### src/design/ppdd_pkg.sv
/*
 * ppdd_pkg: register indices, widths, reset values and lane decoding for the
 * parallel port data and direction block.
 * Assumes a word-addressed Avalon-MM slave: the address port carries the
 * register index, and the byte address is four times the index.
 */
package ppdd_pkg;

   ////////////////////////////////////////////////////////////////////////////
   // widths
   localparam int PPDD_AW = 27;
   localparam int PPDD_DW = 32;
   localparam int PPDD_PW = 16;
   localparam int PPDD_CW = 8;

   ////////////////////////////////////////////////////////////////////////////
   // register indices (byte address = 4 * index)
   localparam logic [PPDD_AW-1:0] PPDD_IDX_PA_DATA = 27'h5FFFFC0;
   localparam logic [PPDD_AW-1:0] PPDD_IDX_PB_DATA = 27'h5FFFFC2;
   localparam logic [PPDD_AW-1:0] PPDD_IDX_PA_DIR = 27'h5FFFFC4;
   localparam logic [PPDD_AW-1:0] PPDD_IDX_PB_DIR = 27'h5FFFFC6;
   localparam logic [PPDD_AW-1:0] PPDD_IDX_PC_DATA = 27'h5FFFFD0;

   ////////////////////////////////////////////////////////////////////////////
   // values after reset
   localparam logic [PPDD_PW-1:0] PPDD_DATA_RST = 16'h0000;
   localparam logic [PPDD_PW-1:0] PPDD_DIR_RST = 16'h0000;
   localparam logic [PPDD_PW-1:0] PPDD_OE_N_RST = 16'hFFFF;
   localparam logic [PPDD_DW-1:0] PPDD_RDATA_RST = 32'h0000_0000;

   // byte enables of the low halfword expanded to a bit mask
   function automatic logic [PPDD_PW-1:0] ppdd_lane_mask(input logic [1:0] be);
      ppdd_lane_mask = {{8{be[1]}}, {8{be[0]}}};
   endfunction

endpackage

### src/design/ppdd_port_if.sv
/*
 * ppdd_port_if: register-side signals between the bus decoder and one
 * bidirectional port unit.
 * Assumes both ends run on the same clock.
 */
interface ppdd_port_if;
   logic data_we;
   logic dir_we;
   logic [1:0] be;
   logic [15:0] wdata;
   logic [15:0] lock;
   logic [15:0] gp;
   logic [15:0] data_rd;
   logic [15:0] dir_rd;

   modport ctl (output data_we, dir_we, be, wdata, lock, gp, input data_rd, dir_rd);
   modport port (input data_we, dir_we, be, wdata, lock, gp, output data_rd, dir_rd);
endinterface

### src/design/ppdd_port.sv
/*
 * ppdd_port: one 16-pin bidirectional port with data and direction registers.
 * Assumes pin inputs are synchronous to mclk and that the decoder raises a
 * write strobe for exactly one cycle per accepted write.
 */
module ppdd_port
   import ppdd_pkg::*;
(
   // clock and reset
   input wire logic mclk,
   input wire logic srst,
   // register side
   ppdd_port_if.port rb,
   // pins
   input wire logic [ppdd_pkg::PPDD_PW-1:0] pin_in,
   output logic [ppdd_pkg::PPDD_PW-1:0] pin_out,
   output logic [ppdd_pkg::PPDD_PW-1:0] pin_oe_n
);

   logic [PPDD_PW-1:0] data_r;
   logic [PPDD_PW-1:0] data_nxt;
   logic [PPDD_PW-1:0] dir_r;
   logic [PPDD_PW-1:0] dir_nxt;
   logic [PPDD_PW-1:0] pin_out_r;
   logic [PPDD_PW-1:0] oe_n_r;
   wire [PPDD_PW-1:0] lane = ppdd_lane_mask(rb.be);
   wire [PPDD_PW-1:0] data_wmask = rb.data_we ? (lane & ~rb.lock) : '0;
   wire [PPDD_PW-1:0] dir_wmask = rb.dir_we ? lane : '0;

   ////////////////////////////////////////////////////////////////////////////
   // locked bits kept
   assign data_nxt = (data_r & ~data_wmask) | (rb.wdata & data_wmask);
   assign dir_nxt = (dir_r & ~dir_wmask) | (rb.wdata & dir_wmask);

   assign rb.data_rd = (dir_r & data_r) | (~dir_r & pin_in);
   assign rb.dir_rd = dir_r;

   ////////////////////////////////////////////////////////////////////////////
   // direction reset
   always_ff @(posedge mclk) begin
      if (srst) begin
         data_r <= PPDD_DATA_RST;
         dir_r <= PPDD_DIR_RST;
      end else begin
         data_r <= data_nxt;
         dir_r <= dir_nxt;
      end
   end

   // drive stored value
   // pins follow the registers one cycle late so every pin comes from a flop
   always_ff @(posedge mclk) begin
      if (srst) begin
         pin_out_r <= PPDD_DATA_RST;
         oe_n_r <= PPDD_OE_N_RST;
      end else begin
         pin_out_r <= data_r;
         oe_n_r <= ~(dir_r & rb.gp);
      end
   end

   assign pin_out = pin_out_r;
   assign pin_oe_n = oe_n_r;
endmodule

### src/design/ppdd_top.sv
/*
 * ppdd_top: data and direction logic for two 16-pin bidirectional ports and
 * one 8-pin input port, reached over an Avalon-MM slave with waitrequest.
 * Assumes pin levels and function selects are synchronous to mclk; the
 * function selects come from pin-function logic outside this block.
 */
module ppdd_top
   import ppdd_pkg::*;
(
   // clock and reset
   input wire logic mclk,
   input wire logic srst,
   // avalon-mm slave
   input wire logic [ppdd_pkg::PPDD_AW-1:0] avs_address,
   input wire logic avs_read,
   input wire logic avs_write,
   input wire logic [3:0] avs_byteenable,
   input wire logic [ppdd_pkg::PPDD_DW-1:0] avs_writedata,
   output logic [ppdd_pkg::PPDD_DW-1:0] avs_readdata,
   output logic avs_waitrequest,
   // port a pins and function selects
   input wire logic [ppdd_pkg::PPDD_PW-1:0] pa_pin_in,
   output logic [ppdd_pkg::PPDD_PW-1:0] pa_pin_out,
   output logic [ppdd_pkg::PPDD_PW-1:0] pa_pin_oe_n,
   input wire logic [ppdd_pkg::PPDD_PW-1:0] pa_gp_sel,
   // port b pins and function selects
   input wire logic [ppdd_pkg::PPDD_PW-1:0] pb_pin_in,
   output logic [ppdd_pkg::PPDD_PW-1:0] pb_pin_out,
   output logic [ppdd_pkg::PPDD_PW-1:0] pb_pin_oe_n,
   input wire logic [ppdd_pkg::PPDD_PW-1:0] pb_gp_sel,
   input wire logic [ppdd_pkg::PPDD_PW-1:0] pb_timer_pattern_output_pin,
   // input port pins and analog selects
   input wire logic [ppdd_pkg::PPDD_CW-1:0] pc_pin_in,
   input wire logic [ppdd_pkg::PPDD_CW-1:0] pc_analog_input_pin
);
   import ppdd_pkg::*;

   ////////////////////////////////////////////////////////////////////////////
   // address decode
   wire req = avs_read || avs_write;
   wire hit_pa_data = (avs_address == PPDD_IDX_PA_DATA);
   wire hit_pb_data = (avs_address == PPDD_IDX_PB_DATA);
   wire hit_pa_dir = (avs_address == PPDD_IDX_PA_DIR);
   wire hit_pb_dir = (avs_address == PPDD_IDX_PB_DIR);
   wire hit_pc_data = (avs_address == PPDD_IDX_PC_DATA);

   logic wait_r;
   logic wait_nxt;
   logic [PPDD_DW-1:0] rdata_r;
   logic [PPDD_DW-1:0] rdata_nxt;

   // first cycle of a request samples read data; second cycle commits
   wire first_cyc = req && wait_r;
   wire commit_wr = avs_write && !wait_r;

   ppdd_port_if pa_if ();
   ppdd_port_if pb_if ();

   ////////////////////////////////////////////////////////////////////////////
   // write strobes toward the port units
   assign pa_if.data_we = commit_wr && hit_pa_data;
   assign pa_if.dir_we = commit_wr && hit_pa_dir;
   assign pa_if.be = avs_byteenable[1:0];
   assign pa_if.wdata = avs_writedata[PPDD_PW-1:0];
   assign pa_if.lock = '0;
   assign pa_if.gp = pa_gp_sel;

   assign pb_if.data_we = commit_wr && hit_pb_data;
   assign pb_if.dir_we = commit_wr && hit_pb_dir;
   assign pb_if.be = avs_byteenable[1:0];
   assign pb_if.wdata = avs_writedata[PPDD_PW-1:0];
   assign pb_if.lock = pb_timer_pattern_output_pin;
   // a timer pattern pin is driven by the timer; this block releases it one cycle after pb_timer_pattern_output_pin rises
   assign pb_if.gp = pb_gp_sel & ~pb_timer_pattern_output_pin;

   ////////////////////////////////////////////////////////////////////////////
   // analog pins read 1
   // writes to the input port have no strobe at all, so they vanish
   wire [PPDD_CW-1:0] pc_rd = pc_pin_in | pc_analog_input_pin;
   wire [PPDD_PW-1:0] pc_rd_w = {{(PPDD_PW-PPDD_CW){1'b0}}, pc_rd};

   // unmapped addresses read as zero; upper halfword always zero
   wire [PPDD_PW-1:0] rd_mux =
      hit_pa_data ? pa_if.data_rd :
      hit_pb_data ? pb_if.data_rd :
      hit_pa_dir ? pa_if.dir_rd :
      hit_pb_dir ? pb_if.dir_rd :
      hit_pc_data ? pc_rd_w : '0;

   assign rdata_nxt = (first_cyc && avs_read) ? {16'h0000, rd_mux} : rdata_r;
   assign wait_nxt = !first_cyc;

   ////////////////////////////////////////////////////////////////////////////
   always_ff @(posedge mclk) begin
      if (srst) begin
         wait_r <= 1'b1;
         rdata_r <= PPDD_RDATA_RST;
      end else begin
         wait_r <= wait_nxt;
         rdata_r <= rdata_nxt;
      end
   end

   assign avs_waitrequest = wait_r;
   assign avs_readdata = rdata_r;

   ////////////////////////////////////////////////////////////////////////////
   ppdd_port u_port_a (
      .mclk(mclk),
      .srst(srst),
      .rb(pa_if.port),
      .pin_in(pa_pin_in),
      .pin_out(pa_pin_out),
      .pin_oe_n(pa_pin_oe_n)
   );

   ppdd_port u_port_b (
      .mclk(mclk),
      .srst(srst),
      .rb(pb_if.port),
      .pin_in(pb_pin_in),
      .pin_out(pb_pin_out),
      .pin_oe_n(pb_pin_oe_n)
   );
endmodule
### config.mk
export PLATFORM = sky130hd
export DESIGN_NAME = ppdd_top
export DESIGN_NICKNAME = d
export VERILOG_FILES = /design/src/design/ppdd_pkg.sv /design/src/design/ppdd_port_if.sv /design/src/design/ppdd_port.sv /design/src/design/ppdd_top.sv
export SDC_FILE = /design/constraint.sdc
export NUM_CORES = 1
export LEC_CHECK = 0
export BUFFER_PORTS_ARGS = -buffer_cell sky130_fd_sc_hd__buf_2
export CAP_MARGIN = 20
export CORE_ASPECT_RATIO = 0.8
export CORE_MARGIN = 2
export CORE_UTILIZATION = 44
export DETAILED_ROUTE_END_ITERATION = 10
export GPL_TIMING_DRIVEN = 0
export PLACE_DENSITY = 0.76
export SKIP_CTS_REPAIR_TIMING = 1
export SYNTH_ARGS = -nofsm -noshare
export SYNTH_HDL_FRONTEND = slang
export SYNTH_HIERARCHICAL = 1
export SYNTH_SLANG_ARGS = --single-unit
### constraint.sdc
create_clock -name mclk -period 2.25 [get_ports mclk]
set_clock_uncertainty 0.05 [all_clocks]
set_input_delay 0.45 -clock mclk [delete_from_list [all_inputs] [get_ports mclk]]
set_output_delay 0.45 -clock mclk [all_outputs]
set_load 0.005 [all_outputs]
== After elaboration in Yosys (flattened, before gate mapping) ==
Index checks and enable logic that the tools add are counted.

* Bits in registers: 145
* Input bits: 163

* Equality and inequality tests: 5
* Muxes and demuxes: 9
* Bitwise gates (word level): 32
* Reductions and logical operators: 10

{| class="wikitable"
|+ Operators by type and width
! cell !! count
|-
| $and 16x16->16 || 16
|-
| $not 16->16 || 9
|-
| $eq 27x27->1 const B || 5
|-
| $mux 16 || 8
|-
| $or 16x16->16 || 6
|-
| $mux 8 || 1
|-
| $or 8x8->8 || 1
|-
| $logic_and 1x1->1 || 7
|-
| $logic_not 1->1 || 2
|-
| $logic_or 1x1->1 || 1
|}

== Depth between registers and ports, before layout ==
* Depth in word-level cells: 7
* Depth in mapped cells: 12

== By module ==
The synthesis kept the hierarchy.

{| class="wikitable"
|+ Modules (own cells, without submodules)
! module !! times used !! cells each !! area an instance (um2)
|-
| ppdd_port || 2 || 223 || 2509.9
|-
| ppdd_top || 1 || 217 || 1551.5
|}

== Least setup slack after synthesis ==
No wires, ideal clock.

* Kind: input -> register
* From: in avs_address[3] (netlist bit)
* To: reg with a tool-made name
* Library setup time: 0.121 ns
* Arrival: 2.229 ns
* Required time: 2.079 ns
* Slack: -0.150 ns
* Stages on the path: 12
* Path buffers: 6
* Cell sequence: and4bb_1 > buf_6 > nor2b_4 > buf_6 > and2_4 > buf_8 > buf_12 > and3_1 > clkbuf_2 > buf_6 > nand3b_1 > mux2_4

{| class="wikitable"
|+ RTL lines
! item !! RTL line !! RTL
|-
| start: declaration || ppdd_top.sv:14 || <nowiki>input wire logic [ppdd_pkg::PPDD_AW-1:0] avs_address,</nowiki>
|}

==> results.txt <==
main flop type after synthesis - dfxtp_1
Worst Hold Class - in2reg
first-pass GRT wire length - 29900 um
grt ovf - 0
Psw - 1.36 mW
Worst slew margin - 63.9%
min Tclk post-route - 2160 ps
CP Launch Type - input port
CTS tree - yes
post-synthesis async set-or-reset flop share - 0%
hold slack - 156 ps
Hold Violations, Final - 0
Seq pwr share - 40.7%
GRT Resource Usage Total - 24.7%
area of the multi-input gates - 3360 um^2
vias per cell - 5.12
Die Wd - 141 um
Comb power frac - 8.0%
critical path class - in2reg
Yosys top cell area share - 44.2%
Max clock buf depth - 2
worst hold path depth - 2
1st-pass router iterations - 5
row count - 39
I/O pin cnt - 260
core area - 14400 um^2
Clock Power Share - 51.3%
DRT antenna net count - 0
wire length per cell - 17.6 um
final worst slack - 85.2 ps
worst reg2reg setup slack - 360 ps
sequential element share of the synthesized area - 44.2%
Post-synth EDFFs - 0
R2R cell count - 5
Max FO, Critical Path - 16
Critical Path RT - 2510 ps
1st-iter DRT viols - 595
die area - 15900 um^2
Fmax - 0.462 GHz
Worst-path clk slew - 60 ps
max-slew violations - 0
Final #Nets - 1106
Final Power - 6.35 mW
Post-synth top cells - 145 x dfxtp_1, 76 x nor2b_1, 64 x nand3b_1
Antenna diodes - 0
leak pwr - 3.82 nW
status - completed
largest net degree at the start of global routing - 23
Hold Crit Endpoint - u_port_a/pin_oe_n[14]
P&R area growth vs syn - 33.7%
Worst-Margin Slew - 542 ps
Int Pwr - 4.98 mW
DPL Wire Length - 15100 um
latest clock arrival within the worst-skew pair - 430 ps
clock sink count - 145
initial antenna violation count - 0
Final setup viols - 0
number of I/O port buffers - 225
fillers - 1253
vias in the first global route - 5427
most instantiated library cell after synthesis - dfxtp_1
r2r startpoint - avs_waitrequest
area leader, netlist - dfxtp_1
Mapped Avg Cell Area - 9.91 um^2
CP Capture Type - flop
# H-tree levels - 4
synthesized area - 6570 um^2
Seq cells post-synth - 145
GPL Wtd Cong - 0.885
WL final - 20100 um
worst slack at placement - -534 ps
largest cells by area after synthesis - dfxtp_1 44%, mux2_2 8.2%, nand3b_1 7.3%
RSZ-0062 raised after global routing - false
Mapped Cells - 663
Synth cell types - 39
via count - 5830
Net Sw Frac - 21.5%
CTS Buf Count - 17
Period Utilization, post-route - 96.2%
Initial Util - 45.5%
DRC - 0
Root Buffer - clkbuf_16
VDD IR-drop max - 0.519 mV
Reg area - 2900 um^2
layout cell share with drive strength beyond 1 - 42.1%
overall die height - 113 um
PD cells - 723 nW/um^2
max cap viols - 0
HP Start - pa_gp_sel[14]
critical path arrival - 2420 ps
yosys synthesis warning count - 6
-- cell families (layout without fill, tap and decap cells) --
group / Yosys count / after routing / synth area share, %
AOI/OAI and AO/OA: 146 / 146 / 15.0
DFF: 145 / 145 / 44.2
muxes: 64 / 64 / 11.4
buffers and inverters: 64 / 325 / 6.61
other: 1 / 32 / 0.0571
and+or+nand+nor: 243 / 243 / 22.8
-- layout by cell type, fill, tap and decap left out, types with 30 or more instances in the layout --
master,n
a21bo_2,32
a21oi_1,57
buf_2,236
buf_4,30
conb_1,32
dfxtp_1,145
mux2_2,48
nand3_1,33
nand3b_1,64
nor2b_1,76
-- layer usage --
metal,track usage [%],vias up,part of all wire [%]
met1,35.3,2681,47
met4,7.40,0,0.98
li1,-,2874,-
met3,7.24,13,9.3
met5,0,-,0
met2,36.1,262,43
-- power groups by stage --
stage	Clock, mW	Combinational, mW	Sequential (mW)
after floorplan	0	0.246	2.64
after global placement	0	0.489	2.64
after detailed placement	0	0.490	2.64
after CTS	3.29	0.495	2.58
after global routing	3.41	0.546	2.59
final	3.26	0.506	2.58
-- worst max-delay path by stage --
stage          slack, ps  endpoint  cells past startpoint           start
2_1_floorplan       -130      flop                     12  avs_address[5]
3_3_place_gp        -500      flop                     11  avs_address[5]
3_5_place_dp        -530      flop                     11  avs_address[5]
4_1_cts             -110      flop                     11  avs_address[5]
5_1_grt               20      flop                     12  avs_address[5]
6_report              90      flop                     12  avs_address[5]
-- final cells by class --
| cell class | count | share of cell area, % |
|---|---|---|
| clock inverter | 9 | 2.31 |
| sequential | 145 | 33.0 |
| multi-input combinational | 485 | 38.3 |
| inverter | 2 | 0.0855 |
| timing repair buffer | 231 | 13.3 |
| buffer | 61 | 4.94 |
| tap | 184 | 2.62 |
| clock buffer | 22 | 5.40 |
-- critical path, stage by stage --
cell and delay [ps]:
buf_2 90, and4bb_1 280, buf_6 140, nor2b_4 140, buf_6 130, and2_4 150
buf_8 120, buf_12 130, and3_4 170, clkbuf_8 190, nand3b_1 110, mux2_4 310
-- metrics by stage --
step                      std cells  cell area [um^2]  utilization (%)  setup TNS [ps]
after floorplan                 694              6700                -           -1510
after global placement         1103              8060             55.8          -25140
after detailed placement       1103              8060             55.8          -26610
after CTS                      1134              8730             60.5           -1660
after global routing           1139              8780             60.8               0
final                          1139              8780             60.8               0
Power figures use the tool's default switching activity.
